### src/shared/csc_pkg.sv
// Shared constants, field layouts and carrier types of the charger status/control registers
package csc_pkg;

    // ==========================================================
    // Register offsets and unmapped read value
    localparam logic [7:0] ADDR_STATUS = 8'h00;
    localparam logic [7:0] ADDR_CTRL = 8'h01;
    localparam logic [7:0] RD_UNMAPPED = 8'hff;

    // ==========================================================
    // Field positions, status register
    localparam int STS_KICK_BIT = 7;
    localparam int STS_BOOST_BIT = 6;
    localparam int STS_SHIP_BIT = 3;
    // Field positions, control register
    localparam int CTRL_RESET_BIT = 7;
    localparam int CTRL_ILIM_HI = 6;
    localparam int CTRL_ILIM_LO = 4;
    localparam int CTRL_FULL_BIT = 3;
    localparam int CTRL_TERM_BIT = 2;
    localparam int CTRL_INHIBIT_BIT = 1;
    localparam int CTRL_QUIET_BIT = 0;

    // ==========================================================
    // Charge state codes
    localparam logic [1:0] ST_READY = 2'h0;
    localparam logic [1:0] ST_CHARGING = 2'h1;
    localparam logic [1:0] ST_DONE = 2'h2;
    localparam logic [1:0] ST_FAULT = 2'h3;

    // Fault codes, lower non-zero code ranks higher
    localparam logic [2:0] FLT_NONE = 3'h0;
    localparam logic [2:0] FLT_LOW_SUPPLY = 3'h2;
    localparam int NUM_FAULTS = 7;
    localparam int FLT_IDX_LOW_SUPPLY = 1;
    localparam int FLT_IDX_TIMER = 4;

    // ==========================================================
    // Reset values
    localparam logic BOOST_RST = 1'b0;
    localparam logic SHIP_RST = 1'b0;
    localparam logic [2:0] ILIM_RST = 3'h0;
    localparam logic FULL_RST = 1'b1;
    localparam logic TERM_RST = 1'b1;
    localparam logic QUIET_RST = 1'b0;
    localparam logic INHIBIT_RST_DEF = 1'b0;

    // Input limit codes picked by the limit select pin in default mode
    localparam logic [2:0] ILIM_PSEL_HIGH = 3'h2;
    localparam logic [2:0] ILIM_PSEL_LOW = 3'h4;

    // ==========================================================
    // Timing
    localparam int CLK_MHZ = 50;
    localparam int PULSE_TIME_US = 128;
    localparam int PULSE_CYCLES = PULSE_TIME_US * CLK_MHZ;
    localparam int WD_TIME_MS = 1000;
    localparam int WD_CYCLES = WD_TIME_MS * CLK_MHZ * 1000;

    // ==========================================================
    // Types
    typedef enum logic {CSC_DEFAULT, CSC_HOST} csc_mode_t;

    typedef struct packed {
        logic [2:0] ilim;
        logic full_report;
        logic term;
        logic inhibit;
        logic quiet;
    } csc_ctrl_t;

    typedef struct packed {
        logic [7:0] addr;
        logic wr;
        logic rd;
        logic [7:0] wdata;
    } csc_req_t;

    typedef struct packed {
        logic [NUM_FAULTS-1:0] fault_cond;
        logic charging;
        logic done;
        logic undervoltage_lockout;
        logic psel;
    } csc_pins_t;

    // Input current limit in mA for a limit code
    function automatic logic [11:0] ilim_ma(input logic [2:0] code);
        case (code)
            3'h0: ilim_ma = 12'd100;
            3'h1: ilim_ma = 12'd150;
            3'h2: ilim_ma = 12'd500;
            3'h3: ilim_ma = 12'd900;
            3'h4: ilim_ma = 12'd1500;
            3'h5: ilim_ma = 12'd1950;
            3'h6: ilim_ma = 12'd2500;
            default: ilim_ma = 12'd2000;
        endcase
    endfunction

    // Code of the highest-ranked present fault, zero when none
    function automatic logic [2:0] prio_code(input logic [NUM_FAULTS-1:0] c);
        prio_code = FLT_NONE;
        for (int i = NUM_FAULTS - 1; i >= 0; i--) begin
            if (c[i]) begin
                prio_code = 3'(i + 1);
            end
        end
    endfunction

endpackage

### src/design/csc_pulse_gen.sv
// Retriggerable fixed-length notification pulse generator
module csc_pulse_gen #(
    parameter int LEN = 6400
) (
    input wire logic clock,
    input wire logic reset,
    input wire logic start,
    output logic pulse_q
);
    localparam int CW = $clog2(LEN + 1);

    // ==========================================================
    // Parameter check
    generate
        if (LEN < 2) begin : g_bad_len
            $error("pulse length must be at least two cycles");
        end
    endgenerate

    logic [CW-1:0] cnt_q;

    // Restart on every event so a burst still ends one full length after the last
    always_ff @(posedge clock or posedge reset) begin
        if (reset) begin
            cnt_q <= '0;
            pulse_q <= 1'b0;
        end else if (start) begin
            cnt_q <= CW'(LEN - 1);
            pulse_q <= 1'b1;
        end else if (cnt_q != '0) begin
            cnt_q <= cnt_q - 1'b1;
        end else begin
            pulse_q <= 1'b0;
        end
    end

    // ==========================================================
    // Checks
    int len_q;
    always_ff @(posedge clock or posedge reset) begin
        if (reset) begin
            len_q <= 0;
        end else if (start) begin
            len_q <= 0;
        end else if (pulse_q) begin
            len_q <= len_q + 1;
        end
    end
endmodule

### src/design/csc_regs.sv
// Status and control register pair of a single-cell charger, with notify pulses
// What this block does
// - Writing 1 to watchdog kick restarts the watchdog; the bit reads 0.
// - Boost select picks charger (0) or boost (1) mode; resets to 0.
// - Read-only charge state tracks ready, charging, done or fault live.
// - Writing 1 to ship latch turns things off until undervoltage lockout falls.
// - Host writing 0 to ship latch returns to normal operation.
// - Three read-only fault bits encode seven fault kinds, zero for none.
// - Several faults at once show only the highest ranked, code 1 first.
// - Fault code sticks until read by the host and condition gone.
// - Every status change or new higher-ranked fault gives one 128 us interrupt pulse; notify pulses too only for faults or when full report is 1.
// - Once a fault clears, charge state shows the present status again.
// - Writing 1 to register reset restores all defaults; it reads 1.
// - Register reset enters default mode and stops the watchdog.
// - Three-bit input limit code selects 100 to 2500 mA; resets to 000.
// - In default mode the limit select pin sets the input limit.
// - Full report enable 0 makes notify show faults only; resets to 1.
// - Termination enable allows charge-current termination when 1; resets to 1.
// - Charge inhibit 1 disables charging; reset value set per variant.
// - Quiet standby 1 puts the device in high impedance; resets to 0.
// - Watchdog expiry in boost clears boost, pulses, shows low supply fault.
// - Reads of undefined offsets return all ones.
module csc_regs
    import csc_pkg::*;
#(
    parameter int PULSE_LEN = csc_pkg::PULSE_CYCLES,
    parameter int WD_LEN = csc_pkg::WD_CYCLES,
    parameter logic INHIBIT_RST = csc_pkg::INHIBIT_RST_DEF
) (
    input wire logic clock,
    input wire logic reset,
    input csc_pkg::csc_req_t req,
    input csc_pkg::csc_pins_t pins_async,
    output logic [7:0] rdata_q,
    output logic rvalid_q,
    output logic boost_mode_q,
    output logic ship_off_q,
    output logic ext_switch_on_q,
    output csc_pkg::csc_ctrl_t ctrl_q,
    output logic [2:0] ilim_code_q,
    output logic [11:0] ilim_ma_q,
    output logic default_mode_q,
    output logic notify_q,
    output logic int_q
);
    import csc_pkg::*;

    // ==========================================================
    // Parameter check
    generate
        if (WD_LEN < 2 || PULSE_LEN < 2) begin : g_bad_param
            $error("watchdog and pulse lengths must be at least two cycles");
        end
    endgenerate

    // ==========================================================
    // Pin synchronisers
    csc_pins_t sync1_q;
    csc_pins_t sync2_q;
    logic undervoltage_lockout_prev_q;

    // Analog flags arrive unsynchronised, so two stages before any use
    always_ff @(posedge clock or posedge reset) begin
        if (reset) begin
            sync1_q <= '0;
            sync2_q <= '0;
            undervoltage_lockout_prev_q <= 1'b0;
        end else begin
            sync1_q <= pins_async;
            sync2_q <= sync1_q;
            undervoltage_lockout_prev_q <= sync2_q.undervoltage_lockout;
        end
    end

    wire undervoltage_lockout_fall = undervoltage_lockout_prev_q && !sync2_q.undervoltage_lockout;

    // ==========================================================
    // Access decode
    wire wr_status = req.wr && (req.addr == ADDR_STATUS);
    wire wr_ctrl = req.wr && (req.addr == ADDR_CTRL);
    wire rd_status = req.rd && (req.addr == ADDR_STATUS);
    wire rd_ctrl = req.rd && (req.addr == ADDR_CTRL);
    wire reg_reset = wr_ctrl && req.wdata[CTRL_RESET_BIT];
    wire kick = wr_status && req.wdata[STS_KICK_BIT];

    // ==========================================================
    // Watchdog and mode
    csc_mode_t mode_q;
    csc_mode_t mode_d;
    logic [31:0] wd_cnt_q;
    logic wd_fault_q;
    logic wd_boost_q;

    wire wd_expire = (mode_q == CSC_HOST) && (wd_cnt_q == 32'(WD_LEN - 1));

    // Default mode until the host's first kick; expiry or register reset falls back
    always_comb begin
        mode_d = mode_q;
        case (mode_q)
            CSC_DEFAULT: begin
                if (kick) begin
                    mode_d = CSC_HOST;
                end
            end
            CSC_HOST: begin
                if (reg_reset || wd_expire) begin
                    mode_d = CSC_DEFAULT;
                end
            end
            default: mode_d = CSC_DEFAULT;
        endcase
    end

    // Counter only runs in host mode, so default mode means watchdog stopped
    always_ff @(posedge clock or posedge reset) begin
        if (reset) begin
            mode_q <= CSC_DEFAULT;
            wd_cnt_q <= '0;
        end else begin
            mode_q <= mode_d;
            if (kick || mode_d != CSC_HOST) begin
                wd_cnt_q <= '0;
            end else begin
                wd_cnt_q <= wd_cnt_q + 32'h1;
            end
        end
    end

    // Timer fault conditions; expiry in the same cycle as a kick still counts
    always_ff @(posedge clock or posedge reset) begin
        if (reset) begin
            wd_fault_q <= 1'b0;
            wd_boost_q <= 1'b0;
        end else if (wd_expire) begin
            wd_fault_q <= 1'b1;
            wd_boost_q <= boost_mode_q;
        end else if (kick || reg_reset) begin
            wd_fault_q <= 1'b0;
            wd_boost_q <= 1'b0;
        end
    end

    // ==========================================================
    // Writable status bits; read-only fields of the write are dropped
    always_ff @(posedge clock or posedge reset) begin
        if (reset) begin
            boost_mode_q <= BOOST_RST;
            ship_off_q <= SHIP_RST;
        end else if (reg_reset) begin
            boost_mode_q <= BOOST_RST;
            ship_off_q <= SHIP_RST;
        end else begin
            if (wd_expire) begin
                boost_mode_q <= 1'b0;
            end else if (wr_status) begin
                boost_mode_q <= req.wdata[STS_BOOST_BIT];
            end
            if (wr_status) begin
                ship_off_q <= req.wdata[STS_SHIP_BIT];
            end else if (undervoltage_lockout_fall) begin
                ship_off_q <= 1'b0;
            end
        end
    end

    // ==========================================================
    // Control register
    localparam csc_ctrl_t CTRL_DEF = '{ilim: ILIM_RST, full_report: FULL_RST,
        term: TERM_RST, inhibit: INHIBIT_RST, quiet: QUIET_RST};

    always_ff @(posedge clock or posedge reset) begin
        if (reset) begin
            ctrl_q <= CTRL_DEF;
        end else if (reg_reset) begin
            ctrl_q <= CTRL_DEF;
        end else if (wr_ctrl) begin
            ctrl_q.ilim <= req.wdata[CTRL_ILIM_HI:CTRL_ILIM_LO];
            ctrl_q.full_report <= req.wdata[CTRL_FULL_BIT];
            ctrl_q.term <= req.wdata[CTRL_TERM_BIT];
            ctrl_q.inhibit <= req.wdata[CTRL_INHIBIT_BIT];
            ctrl_q.quiet <= req.wdata[CTRL_QUIET_BIT];
        end
    end

    // ==========================================================
    // Fault priority and sticky fault code
    logic [2:0] fault_q;
    logic [1:0] stat_q;
    logic read_seen_q;
    logic [NUM_FAULTS-1:0] fault_cond;

    // Watchdog expiry in boost raises low supply, which outranks the timer fault
    always_comb begin
        fault_cond = sync2_q.fault_cond;
        fault_cond[FLT_IDX_TIMER] = sync2_q.fault_cond[FLT_IDX_TIMER] | wd_fault_q;
        fault_cond[FLT_IDX_LOW_SUPPLY] = sync2_q.fault_cond[FLT_IDX_LOW_SUPPLY]
            | wd_boost_q;
    end

    wire [2:0] present = prio_code(fault_cond);
    wire fault_load = (present != FLT_NONE) && (fault_q == FLT_NONE || present < fault_q);
    wire fault_clear = read_seen_q && (present == FLT_NONE) && (fault_q != FLT_NONE);
    wire [2:0] fault_d = fault_load ? present : (fault_clear ? FLT_NONE : fault_q);
    wire [1:0] stat_d = (fault_d != FLT_NONE) ? ST_FAULT :
                        sync2_q.done ? ST_DONE :
                        sync2_q.charging ? ST_CHARGING : ST_READY;
    wire stat_change = stat_d != stat_q;

    // A new fault wins over a clear in the same cycle and needs a fresh read
    always_ff @(posedge clock or posedge reset) begin
        if (reset) begin
            fault_q <= FLT_NONE;
            stat_q <= ST_READY;
            read_seen_q <= 1'b0;
        end else begin
            fault_q <= fault_d;
            stat_q <= stat_d;
            if (fault_load || fault_clear) begin
                read_seen_q <= 1'b0;
            end else if (rd_status && fault_q != FLT_NONE) begin
                read_seen_q <= 1'b1;
            end
        end
    end

    // ==========================================================
    // Notify and interrupt pulses
    wire int_start = fault_load || stat_change;
    wire notify_start = fault_load || (stat_change && ctrl_q.full_report);

    csc_pulse_gen #(.LEN(PULSE_LEN)) u_int_pulse (
        .clock(clock),
        .reset(reset),
        .start(int_start),
        .pulse_q(int_q)
    );

    csc_pulse_gen #(.LEN(PULSE_LEN)) u_notify_pulse (
        .clock(clock),
        .reset(reset),
        .start(notify_start),
        .pulse_q(notify_q)
    );

    // ==========================================================
    // Effective input limit and register read port
    wire [2:0] ilim_code_d = (mode_q == CSC_DEFAULT) ?
        (sync2_q.psel ? ILIM_PSEL_HIGH : ILIM_PSEL_LOW) : ctrl_q.ilim;
    wire [7:0] status_word = {1'b0, boost_mode_q, stat_q, ship_off_q, fault_q};
    wire [7:0] ctrl_word = {1'b1, ctrl_q};
    wire [7:0] rd_word = rd_status ? status_word : (rd_ctrl ? ctrl_word : RD_UNMAPPED);

    // Outputs registered so the pins never glitch on decode changes
    always_ff @(posedge clock or posedge reset) begin
        if (reset) begin
            rdata_q <= 8'h00;
            rvalid_q <= 1'b0;
            ilim_code_q <= ILIM_PSEL_LOW;
            ilim_ma_q <= 12'h000;
            default_mode_q <= 1'b1;
            ext_switch_on_q <= 1'b0;
        end else begin
            rvalid_q <= req.rd;
            if (req.rd) begin
                rdata_q <= rd_word;
            end
            ilim_code_q <= ilim_code_d;
            ilim_ma_q <= ilim_ma(ilim_code_d);
            default_mode_q <= (mode_d == CSC_DEFAULT);
            ext_switch_on_q <= !ship_off_q;
        end
    end
endmodule

### config.mk
export PLATFORM = sky130hd
export DESIGN_NAME = csc_regs
export DESIGN_NICKNAME = d
export VERILOG_FILES = /design/src/shared/csc_pkg.sv /design/src/design/csc_pulse_gen.sv /design/src/design/csc_regs.sv
export SDC_FILE = /design/constraint.sdc
export NUM_CORES = 1
export LEC_CHECK = 0
export ABC_AREA = 1
export BUFFER_PORTS_ARGS = -buffer_cell sky130_fd_sc_hd__buf_2
export CORE_ASPECT_RATIO = 0.6
export CORE_UTILIZATION = 52
export DETAILED_ROUTE_END_ITERATION = 12
export GPL_ROUTABILITY_DRIVEN = 0
export HOLD_SLACK_MARGIN = 0.15
export PLACE_DENSITY = 0.72
export SYNTH_ARGS = -nofsm -noshare
export SYNTH_HDL_FRONTEND = slang
export SYNTH_SLANG_ARGS = --single-unit
### constraint.sdc
create_clock -name clock -period 5.4 [get_ports clock]
set_clock_uncertainty 0.2 [all_clocks]
set_input_delay 0 -clock clock [delete_from_list [all_inputs] [get_ports clock]]
set_output_delay 0 -clock clock [all_outputs]
set_load 0.02 [all_outputs]
# == After elaboration in Yosys (flattened, before gate mapping) ==
# Index checks and enable logic that the tools add are counted.
# totals
regBits,127
in_bits,31
out_inout_bits,37
wordCells,134
# classes
n_addsub,3
magnitude_cmp,1
eq_ne,11
muxes,42
bitwise,4
reduce_logical,38
# ops
operator,count
$pmux W12 S7,1
$mux W13,4
$mux W3,11
$add A32 B1 Y32 const B,1
$eq A32 B26 Y1 const B,1
$mux W32,1
$reduce_bool A13 Y1,2
$sub A13 B1 Y13 const B,2
$mux W7,3
$mux W1,18
$reduce_bool A3 Y1,5
$logic_and A1 B1 Y1,13
$reduce_bool A2 Y1,5
$eq A3 B3 Y1 const B,3
$logic_not A3 Y1,3
$eq A8 B1 Y1 const B,1
$logic_not A8 Y1,1
$mux W8,1
$logic_or A1 B1 Y1,7
$eq A3 B2 Y1 const B,2
$mux W2,2
$ne A2 B2 Y1 const B,2
$eq A3 B1 Y1 const B,1
$lt A3 B3 Y1,1
other kinds (5),8

# == Logic depth before layout (Yosys ltp) ==
# Gate-level depths: netlist of the first run.
# logic_depth
ltp_word,18
depth_mapped,22
ltp_nobuf,21

# == By module ==
# A second synthesis of the first run with hierarchy kept.
# hier_totals
hier_cells,707
hier_area_um2,6077.1
# modules_own_cells
mod,instances,cells_per_inst,area_each_um2,seq_area_each_um2
csc_regs,1,463,4345.4,2457.4
csc_pulse_gen,2,122,865.8,350.3

# == Worst setup path after synthesis of the first run ==
# No wires, ideal clock.
# synth_timing
kind,flip-flop to flip-flop
startpoint,reg wd_boost_q
endpoint,reg u_int_pulse.cnt_q[0]
setup_time_ns,0.124
arrival_ns,2.386
required_ns,5.076
path_slack_ns,2.690
stages_incl_launch_ff,20
path_buffers,1
period_less_slack_ns,2.710
path_cell_list,dfrtp_1 nor2_4 nand2_2 o21ai_0 inv_1 ha_1 nand2_1 inv_1 nand2_1 nand2_1 nand2_2 nand2_4 nand2_2 nand2_2 nor2_4 nand4_1 nand2_2 nand3_4 buf_6 or2_1
# synth_via
elab_chain_len,13
elab_cells_between_ends,18
cone_classes,order compare (1); eq/ne (1); mux (6); bitwise (1); reduce/logical (9)
# synth_lines
item,line_no,source
start: declaration,csc_regs.sv:92,logic wd_boost_q;
start signal: assignment,csc_regs.sv:136,wd_boost_q <= boost_mode_q;
$or A1 B1 Y1 *,csc_regs.sv:197,| wd_boost_q;
$mux W3 * (2 in a row),csc_pkg.sv:105,if (c[i]) begin
branches (longest 4 deep; another with $lt A3 B3 Y1),--,
$mux W3 *,csc_regs.sv:203,wire [2:0] fault_d = fault_load ? present : (fault_clear ? FLT_NONE : fault_q);
named net fault_d[1],csc_regs.sv:203,
$reduce_bool A3 Y1 *,csc_regs.sv:204,wire [1:0] stat_d = (fault_d != FLT_NONE) ? ST_FAULT :
$mux W2 *,csc_regs.sv:204,
$ne A2 B2 Y1 *,csc_regs.sv:207,wire stat_change = stat_d != stat_q;
$logic_or A1 B1 Y1 *,csc_regs.sv:228,wire int_start = fault_load || stat_change;
$mux W13 or $reduce_bool A2 Y1 (tied branches),--,
end signal: assignment,csc_pulse_gen.sv:28,cnt_q <= CW'(LEN - 1);
end signal: assignment,csc_pulse_gen.sv:31,cnt_q <= cnt_q - 1'b1;
end: declaration,csc_pulse_gen.sv:20,logic [CW-1:0] cnt_q;
# Mark *: on every way through the listed nets, which the timed path passes.
# A chain may end at the register's enable or synchronous reset.

# == Worst setup path in the final report of the first run ==
# layout_timing
startpoint,reg wd_boost_q
endpoint,reg u_notify_pulse.cnt_q[0]
# layout_via
elab_chain_len,14
elab_cells_between_ends,19
cone_classes,order compare (1); eq/ne (1); mux (6); bitwise (1); reduce/logical (10)
# layout_lines
item,line_no,source
$or A1 B1 Y1 *,csc_regs.sv:197,
$mux W3 * (2 in a row),csc_pkg.sv:105,
branches (longest 4 deep; another with $lt A3 B3 Y1),--,
$mux W3 *,csc_regs.sv:203,
named net fault_d[1],csc_regs.sv:203,
$reduce_bool A3 Y1 *,csc_regs.sv:204,
$mux W2 *,csc_regs.sv:204,
$ne A2 B2 Y1 *,csc_regs.sv:207,
$logic_and A1 B1 Y1 *,csc_regs.sv:229,wire notify_start = fault_load || (stat_change && ctrl_q.full_report);
$logic_or A1 B1 Y1 *,csc_regs.sv:229,
$mux W13 or $reduce_bool A2 Y1 (tied branches),--,
end signal: assignment,csc_pulse_gen.sv:28,
end signal: assignment,csc_pulse_gen.sv:31,
end: declaration,csc_pulse_gen.sv:20,
# Marked as above.

==> results of run 1 <==
## layout make-up
type	instances	area share [%]
clock buffers	19	6.19
flip-flops and latches	126	43.1
inverters	97	5.01
repair buffers	124	12.4
multi-input cells	399	29.0
clock inverters	13	1.90
well taps	139	2.38
## routing by layer
layer	routed length, um	part of all wire, %
met1	6500	47
met2	6110	44
met3	938	6.8
met4	210	1.5
met5	0	0
## placed cells by master (no fill, tap or decap), drive strengths merged, types with 3 or more instances in the layout
| master | instances |
|---|---|
| xor2 | 19 |
| inv | 98 |
| nor2 | 83 |
| or2 | 4 |
| clkinvlp | 5 |
| xnor2 | 8 |
| o21ai | 21 |
| buf | 67 |
| nor3b | 6 |
| nand4 | 19 |
| a21oi | 18 |
| and3 | 3 |
| dlygate4sd3 | 57 |
| nor3 | 21 |
| ha | 5 |
| o221ai | 7 |
| nand2 | 126 |
| nor4 | 13 |
| dfrtp | 122 |
| clkinv | 5 |
| nand3 | 35 |
| dfstp | 4 |
| clkbuf | 19 |
## registers in the layout (all words and copies together), names as in the netlist, 5 cells and up
register,cells
u_notify_pulse.cnt_q,13
wd_cnt_q,32
fault_cond,5
u_int_pulse.cnt_q,13
sync1_q,11
sync2_q,6
ilim_ma_q,11
rdata_q,8
ctrl_q,7
## cell families (layout without fill, tap and decap cells)
| group | Yosys count | count (layout) | share of synthesized area [%] |
|---|---|---|---|
| fa+ha+maj | 5 | 5 | 1.10 |
| simple gates | 312 | 312 | 26.1 |
| xor+xnor | 27 | 27 | 4.14 |
| flops | 126 | 126 | 55.3 |
| compound gates | 54 | 54 | 5.79 |
| buf+inv | 107 | 253 | 7.48 |
| other cells | 1 | 1 | 0.0657 |
## critical path: cells and delay by family, from the launching register on
kind	cells	cell delay [ps]
DFF	1	400
AOI/OAI and AO/OA	1	250
buffers and inverters	2	130
adders and majority gates	1	280
and+or+nand+nor	15	1920
## power groups by stage
| stage | registers (mW) | logic [mW] | clock network (mW) |
|---|---|---|---|
| global placement | 1.04 | 0.339 | 0 |
| CTS | 1.03 | 0.387 | 1.15 |
| finish | 1.03 | 0.389 | 1.14 |
| global route | 1.03 | 0.432 | 1.20 |
| detailed placement | 1.04 | 0.360 | 0 |
| floorplan | 1.05 | 0.278 | 0 |
## how the worst min path moves through the flow
stage | start | endpoint | slack (ps) | cells past startpoint
final | sync1_q[8]$_DFF_PP0_ | sync2_q[8]$_DFF_PP0_ | 150 | 0
after global routing | sync1_q[3]$_DFF_PP0_ | sync2_q[3]$_DFF_PP0_ | 160 | 0
after CTS | sync1_q[8]$_DFF_PP0_ | sync2_q[8]$_DFF_PP0_ | 150 | 0
after detailed placement | pins_async[3] | sync1_q[3]$_DFF_PP0_ | -90 | 1
after global placement | pins_async[3] | sync1_q[3]$_DFF_PP0_ | -90 | 1
after floorplan | req[8] | rvalid_q$_DFF_PP0_ | -170 | 0
## cell usage after synthesis, drive strengths merged, types with 2 or more instances
cell type / n
or2: 4
o221ai: 7
ha: 5
nor3: 21
xor2: 19
clkbuf: 2
nor3b: 6
o211ai: 2
inv: 96
nor4: 13
o21ai: 21
dfstp: 4
a21oi: 18
nand3: 35
nand4: 19
and3: 3
buf: 8
nor2: 83
xnor2: 8
dfrtp: 122
nand2: 126
o41ai: 2
## stage by stage
stage / total power [mW] / worst slack, ps / area (um^2) / hold slack, ps
floorplan: 1.33 / 1850 / 5710 / -169
global placement: 1.38 / 2310 / 6160 / -91.8
detailed placement: 1.40 / 2090 / 6160 / -90.1
CTS: 2.56 / 2100 / 7320 / 150
global route: 2.67 / 1790 / 7320 / 157
finish: 2.56 / 2090 / 7320 / 150
## what timing repair did
| action | in CTS | in global routing |
|---|---|---|
| endpoints found under the hold margin | 120 | 0 |
| resized for setup | 0 | 0 |
| buffers inserted | 0 | 0 |
| hold buffers | 57 | 0 |
==> flow_summary.toml, run 1 <==
[outcome]
status = "completed"

[die]
dieArea_um2 = 11400
rows = 29
core_um2 = 10600
ios = 68
start_util_pct = 53.7
die_x_um = 137
die_h_um = 83.1

[clock_tree]
cts.htree.levels = 4
root_buffer = "clkbuf_16"
cts_tree = "done"
cts.sinks = 126
cts_buffer_depth = 2
clk_pin_slew_ps = 60
numCtsBuffers = 17
clkLatencyLatePin_ps = 410

[synthesis]
ys_types = 42
ys_async_sr_fraction_pct = 100
yosysSeqAreaShare_pct = 55.3
synth-warning-count = 0
synthesis.area_um2 = 5710
ys_ff_latch = 126
synth_edf_count = 0
ys_top_cells_by_area = "dfrtp_1 (53%), nand2_1 (7.6%), inv_1 (6.1%), nor2_1 (4.9%), xor2_1 (2.9%)"
ys.flop_type = "dfrtp_1"
synth_top_area_cell = "dfrtp_1"
syn-mean-instance-area_um2 = 9.03
syn_nets = 668
postSynthCellCount = 632
synth_top_cell_area_share_pct = 53.5

[grt]
grt-busiest-layer = "met2"
antenna_found_initial = 0
gr-total-overflow = 0
grt_pass1_vias = 4855
use_met1_pct = 36.4
use_met3_pct = 8.18
use_met2_pct = 39.1
grt_pass1_wl_um = 23100
grt_max_degree = 83
grt_usage_pct = 26.5

[power]
combPwrFrac_pct = 15.2
powerDensity_nw_per_um2 = 350
pwr-share-clk_pct = 44.6
intPower_mw = 1.82
pwr-share-seq_pct = 40.2
ir_worst_vdd_mv = 0.324
switchingPower_mw = 0.746
p_sw_share_pct = 29.1
leakage_nw = 3.35

[setup_path]
critPathCapture = "u_notify_pulse.cnt_q[0]$_DFFE_PP0P_"
crit_path_start_kind = "flip-flop"
reg2reg_slack_ps = 2090
cp-end-kind = "flip-flop"
required_ps = 5480
r2r-end = "u_notify_pulse.cnt_q[0]$_DFFE_PP0P_"
criticalPathCategory = "reg -> reg"
rr_worst_depth = 19
cp_data_arrival_time_ps = 3380
rr_startpoint = "wd_boost_q$_DFFE_PP0P_"
crit_path_max_incr_delay_ps = 400
crit_start = "wd_boost_q$_DFFE_PP0P_"
path_max_fanout = 15
crit_path_top_delay_cell = "dfrtp_1"
crit_chain = "nor2_4 > nand2_2 > o21ai_0 > inv_1 > ha_1 > nand2_1 > inv_1 > nand2_1 > nand2_1 > nand2_2 > nand2_4 > nand2_2 > nand2_2 > nor2_4 > nand4_1 > nand2_2 > nand3_4 > nand2_1 > nand2_1"

[timing]
hold_viol = 0
min_period_ps = 3310
slew_headroom_pct = 30.1
rsz0062_at_grt = "false"
slew_viol_final = 0
fmax_mhz = 302
worst_pin_slew_ps = 1050
fin_crit_sh_pct = 61.3
setup_violations = 0
setup_tns_ps = 0

[drt]
via_per_inst = 5.26
num_vias = 4824
drt_iter0_markers = 308
ant_nets = 0
drcViolationCount = 0
wirelength_um = 13800
dr.pass1.iters = 6
routedWlPerCell_um = 15.0

[run]
drv_cap = 0

[finish]
layout.cells.non_filler = 917
multi_input_area_um2 = 2120
n_fill_cell = 783
num_antenna_cells = 0
syn_to_final_growth_pct = 28.3
nets = 801
register_area_um2 = 3160
final_layout_size_suffix_gt1_share_pct = 16.8
utilization_pct = 68.9

[placed_design]
placedCellCount = 828
portBuffers = 66
hpwlAfterDp_um = 9030

[min_path]
hold_path.class = "reg -> reg"
No activity file was read; power rests on OpenSTA's default activity.
==> inputs of run 2 (changes only) <==
--- a/config.mk
+++ b/config.mk
@@ -12,7 +12,7 @@
 export DETAILED_ROUTE_END_ITERATION = 12
 export GPL_ROUTABILITY_DRIVEN = 0
 export HOLD_SLACK_MARGIN = 0.15
-export PLACE_DENSITY = 0.72
+export PLACE_DENSITY = 0.75
 export SYNTH_ARGS = -nofsm -noshare
 export SYNTH_HDL_FRONTEND = slang
 export SYNTH_SLANG_ARGS = --single-unit
==> constraint.sdc (replaced) <==
create_clock -name clock -period 2.86 [get_ports clock]
set_clock_uncertainty 0.2 [all_clocks]
set_input_delay 0 -clock clock [delete_from_list [all_inputs] [get_ports clock]]
set_output_delay 0 -clock clock [all_outputs]
set_load 0.02 [all_outputs]
==> run 2 against run 1 <==
The run now ends with negative setup slack left. Via count up 5.3%. Combinational power rose to 3.2 times the previous value. Global-route usage up 1.8 points. Critical path depth unchanged. First-iteration DRC count up 49%. Largest cell class unchanged.
==> flow_summary.toml, run 2 (same netlist as run 1, synthesis figures left out) <==
[outcome]
status = "finished with violations"
violations = "negative setup slack"

[timing]
min_period_ps = 2920
fmax_mhz = 342
setup_ws_ps = -63.3
slew_viol_final = 0
hold_ws_ps = 154
hold_viol = 0
worst_pin_slew_ps = 805
slew_headroom_pct = 46.3
fin_crit_sh_pct = 102
setup_violations = 11
rsz0062_at_grt = "true"

[setup_path]
crit_path_max_incr_delay_ps = 440
r2r-end = "u_notify_pulse.cnt_q[5]$_DFFE_PP0P_"
crit_start = "wd_fault_q$_DFFE_PP0P_"
reg2reg_slack_ps = -60
crit_path_top_delay_cell = "dfrtp_1"
cp_data_arrival_time_ps = 3020
required_ps = 2960
crit_path_start_kind = "flip-flop"
rr_worst_depth = 19
rr_startpoint = "wd_fault_q$_DFFE_PP0P_"
critPathCapture = "u_notify_pulse.cnt_q[5]$_DFFE_PP0P_"
crit_chain = "nor4_4 > o21ai_2 > inv_2 > ha_4 > nand2_2 > inv_2 > nand2_2 > nand2_2 > nand2_4 > nand2_8 > nand2_4 > nand2_4 > nor2_4 > nand4_1 > nand2_2 > nand3_4 > nand2_4 > clkbuf_16 > nand2_1"
path_max_fanout = 7
criticalPathCategory = "reg -> reg"
cp-end-kind = "flip-flop"

[placed_design]
hpwlAfterDp_um = 9500
portBuffers = 66
placedCellCount = 838
place_area_um2 = 6280

[finish]
nets = 824
syn_to_final_growth_pct = 36.6
layout_common_cells = "dfrtp_1 (122), nand2_1 (101), inv_1 (90)"
multi_input_area_um2 = 2300
reg_top3 = "wd_cnt_q (32), u_int_pulse.cnt_q (13), u_notify_pulse.cnt_q (13)"
layout.cells.non_filler = 940
n_fill_cell = 701
postLayoutCellArea_um2 = 7790
final_layout_size_suffix_gt1_share_pct = 21.6
register_area_um2 = 3160
utilization_pct = 73.3
num_antenna_cells = 0
largest_reg_flops = 32
regMostFlops = "wd_cnt_q"
mostFrequentLayoutCell = "dfrtp_1"

[die]
die_x_um = 137
die_h_um = 83.1
rows = 29
dieArea_um2 = 11400
start_util_pct = 53.7
ios = 68
core_um2 = 10600

[grt]
grt_usage_pct = 28.3
grt_pass1_vias = 5127
gr-total-overflow = 0
grt_max_degree = 54
grt_pass1_wl_um = 24400
antenna_found_initial = 0

[clock_tree]
clkLatencyLatePin_ps = 420
root_buffer = "clkbuf_16"
clk_pin_slew_ps = 50
cts_tree = "done"
cts_buffer_depth = 2
cts.sinks = 126
cts.htree.levels = 4
numCtsBuffers = 17

[min_path]
worstHoldStart = "sync1_q[0]$_DFF_PP0_"
hold_path.class = "reg -> reg"
hold_depth = 0

[drt]
drt_iter0_markers = 458
wirelength_um = 15700
num_vias = 5082
ant_nets = 0
routedWlPerCell_um = 16.7
drcViolationCount = 0
via_per_inst = 5.41
dr.pass1.iters = 5

[power]
leakage_nw = 3.56
finalPower_mw = 5.50
ir_worst_vdd_mv = 0.531
powerDensity_nw_per_um2 = 706

[run]
drv_cap = 0
[run 2: cell count changes in the layout (fill, tap and decap cells not counted), moves of 3 or more]
cell           change
nand2_2            +7
nand2_1           -14
clkinvlp_4         -3
dlygate4sd3_1      +5
clkbuf_1           +5
nand2_4            +6
buf_4             +12
buf_12             +4
nor2_1             -4
[run 2: repair_timing]
action | in CTS | in global routing
gates cloned | 0 | 1
pin swaps | 2 | 14
resized for setup | 5 | 38
hold buffers | 62 | 0
buffers inserted | 1 | 6
endpoints found under the setup margin | 26 | 36
endpoints found under the hold margin | 162 | 0
[run 2: how the worst min path moves through the flow]
stage,slack [ps],endpoint
5_1_grt,160,sync2_q[0]$_DFF_PP0_
6_report,150,sync2_q[0]$_DFF_PP0_
2_1_floorplan,-170,rvalid_q$_DFF_PP0_
3_5_place_dp,-90,sync1_q[3]$_DFF_PP0_
4_1_cts,150,sync2_q[1]$_DFF_PP0_
3_3_place_gp,-90,sync1_q[1]$_DFF_PP0_
[run 2: layout make-up]
class | count | area share, %
clock buffers | 26 | 6.41
clock inverters | 6 | 1.70
flip-flops and latches | 126 | 40.5
multi-input cells | 399 | 29.5
inverters | 97 | 4.72
well taps | 139 | 2.23
repair buffers | 147 | 14.9
[run 2: per-stage QoR]
step	setup WS, ps	setup TNS [ps]
after floorplan	150	0
after global placement	95.4	0
after detailed placement	-107	-1370
after CTS	11.3	0
after global routing	-208	-3400
final	-63.3	-589
[run 2: per-layer routing]
layer / vias to the layer above / track usage (%) / wire (um) / share of wire, %
met5: - / 0 / 0 / 0
met4: 0 / 13.4 / 466 / 3.0
met3: 47 / 6.04 / 1110 / 7.1
met2: 241 / 42.9 / 7230 / 46
met1: 2437 / 38.7 / 6870 / 44
li1: 2357 / - / - / -
[run 2: where the power goes]
| group | switching (mW) | leakage, nW | internal [mW] |
|---|---|---|---|
| Clock | 0.760 | 0.305 | 1.55 |
| Sequential | 0.0836 | 1.49 | 1.87 |
| Combinational | 0.724 | 1.77 | 0.510 |
[run 2: worst max-delay path: cells and delay by family, from the launching register on]
kind / cells / cell delay, ps
buf+inv: 3 / 300
compound gates: 1 / 110
simple gates: 14 / 1550
flops: 1 / 440
fa+ha+maj: 1 / 200
==> inputs of run 3 (changes only) <==
--- a/config.mk
+++ b/config.mk
@@ -13,6 +13,7 @@
 export GPL_ROUTABILITY_DRIVEN = 0
 export HOLD_SLACK_MARGIN = 0.15
 export PLACE_DENSITY = 0.75
+export RECOVER_POWER = 100
 export SYNTH_ARGS = -nofsm -noshare
 export SYNTH_HDL_FRONTEND = slang
 export SYNTH_SLANG_ARGS = --single-unit
==> run 3 against run 2 <==
The flow finishes with violations (max-capacitance violations, max-slew violations, negative setup slack). Clock power about the same. Cell count did not move. Utilization decreased by 0.73 points. Combinational power about the same. Setup slack got worse by 9.8 ps. Sequential share of layout area rose by 0.41 points. Highest routed layer unchanged.
==> flow_summary.toml, run 3 (same netlist as run 1, synthesis figures left out) <==
[outcome]
status = "finished with violations"
violations = "max-capacitance violations, max-slew violations, negative setup slack"

[grt]
gr-total-overflow = 0
antenna_found_initial = 0
grt_usage_pct = 28.3
grt_pass1_vias = 5127
grt_pass1_wl_um = 24400
grt_max_degree = 54

[power]
switchingPower_mw = 1.57
finalPower_mw = 5.49
pwr-share-seq_pct = 35.6
p_sw_share_pct = 28.6
powerDensity_nw_per_um2 = 712
leakage_nw = 3.45
pwr-share-clk_pct = 42.1
intPower_mw = 3.92
ir_worst_vdd_mv = 0.526
combPwrFrac_pct = 22.3

[finish]
largest_reg_flops = 32
postLayoutCellArea_um2 = 7720
num_antenna_cells = 0
n_fill_cell = 731
mostFrequentLayoutCell = "dfrtp_1"
final_layout_size_suffix_gt1_share_pct = 16.9
nets = 824
reg_top3 = "wd_cnt_q (32), u_int_pulse.cnt_q (13), u_notify_pulse.cnt_q (13)"
layout_common_cells = "dfrtp_1 (122), nand2_1 (101), inv_1 (90)"
utilization_pct = 72.6
layout.cells.non_filler = 940
syn_to_final_growth_pct = 35.2
regMostFlops = "wd_cnt_q"

[timing]
rsz0062_at_grt = "true"
setup_ws_ps = -73.1
worst_pin_slew_ps = 1530
fmax_mhz = 341
setup_violations = 13
slew_viol_final = 34
min_period_ps = 2930
slew_headroom_pct = -2.62
fin_crit_sh_pct = 103
hold_viol = 0

[die]
start_util_pct = 53.7
dieArea_um2 = 11400
core_um2 = 10600
rows = 29
die_x_um = 137
die_h_um = 83.1
ios = 68

[placed_design]
placedCellCount = 838
hpwlAfterDp_um = 9500
place_area_um2 = 6280
portBuffers = 66
dp_worst_setup_slack_ps = -107

[setup_path]
cp-end-kind = "flip-flop"
required_ps = 2960
path_max_fanout = 7
cp_data_arrival_time_ps = 3030
crit_path_start_kind = "flip-flop"
criticalPathCategory = "reg -> reg"

[min_path]
hold_path.class = "reg -> reg"

[drt]
ant_nets = 0
drcViolationCount = 0
routedWlPerCell_um = 16.7
dr.pass1.iters = 5
via_per_inst = 5.46
wirelength_um = 15700
num_vias = 5137
drt_iter0_markers = 474

[clock_tree]
root_buffer = "clkbuf_16"
cts.htree.levels = 4
clk_pin_slew_ps = 50
clkLatencyLatePin_ps = 420
numCtsBuffers = 17
cts_buffer_depth = 2
cts_tree = "done"
cts.sinks = 126

[run]
drv_cap = 1
[run 3: cell count changes in the layout (fill, tap and decap cells not counted)]
cell,previous run,this run
clkinvlp_2,0,1
buf_2,66,29
buf_12,4,2
clkbuf_1,5,43
clkbuf_4,0,1
clkinvlp_4,2,1
[run 3: metrics by stage]
stage | hold WS, ps | TNS [ps]
after floorplan | -169 | 0
after global placement | -90.7 | 0
after detailed placement | -90.4 | -1370
after CTS | 152 | 0
after global routing | 163 | -5580
final | 153 | -709
[run 3: repair_timing]
item,CTS,global route
pin swaps,2,14
hold endpoints to repair,162,0
buffers inserted,1,6
cloned,0,1
hold buffers,62,0
gates resized for setup,5,38
endpoints found under the setup margin,26,36
[run 3: layer usage]
layer | vias up | share of wire (%) | GRT usage, %
li1 | 2360 | - | -
met1 | 2484 | 44 | 38.7
met2 | 248 | 46 | 42.9
met3 | 45 | 7.1 | 6.04
met4 | 0 | 2.8 | 13.4
met5 | - | 0 | 0
[run 3: worst max-delay path, cell delays in order (launching register included)]
cell and delay, ps:
dfrtp_1 440, nor4_4 290, o21ai_2 110, inv_2 100, ha_4 200, nand2_2 60
inv_2 40, nand2_2 60, nand2_2 80, nand2_4 120, nand2_8 100, nand2_4 90
nand2_4 60, nor2_4 130, nand4_1 130, nand2_2 130, nand3_4 130, nand2_4 140
clkbuf_16 160, nand2_1 40
[run 3: final cells by class]
class,count,area (um^2),share of cell area [%]
sequential,126,3160,40.9
clock inverter,6,133,1.72
clock buffer,26,499,6.47
multi-input combinational,399,2300,29.8
timing repair buffer,147,1090,14.1
inverter,97,365,4.73
tap,139,174,2.25
[run 3: worst paths after layout]
path / from / endpoint / slack, ps / depth (start not counted)
setup / recovery: wd_fault_q$_DFFE_PP0P_ / u_notify_pulse.cnt_q[5]$_DFFE_PP0P_ / -70 / 19
hold / removal: sync1_q[0]$_DFF_PP0_ / sync2_q[0]$_DFF_PP0_ / 150 / 0
setup reg to reg: wd_fault_q$_DFFE_PP0P_ / u_notify_pulse.cnt_q[5]$_DFFE_PP0P_ / -70 / 19
hold reg to reg: sync1_q[0]$_DFF_PP0_ / sync2_q[0]$_DFF_PP0_ / 150 / 0
max in group asynchronous: reset / ilim_ma_q[1]$_DFF_PP0_ / 330 / 5
min in group asynchronous: reset / wd_cnt_q[0]$_DFF_PP0_ / 850 / 4
[run 3: power groups by stage]
stage / logic, mW / registers (mW) / clock network (mW)
4_1_cts: 0.898 / 1.95 / 2.32
6_report: 1.22 / 1.96 / 2.31
3_5_place_dp: 0.805 / 1.97 / 0
2_1_floorplan: 0.526 / 1.98 / 0
3_3_place_gp: 0.767 / 1.97 / 0
5_1_grt: 1.30 / 1.97 / 2.42
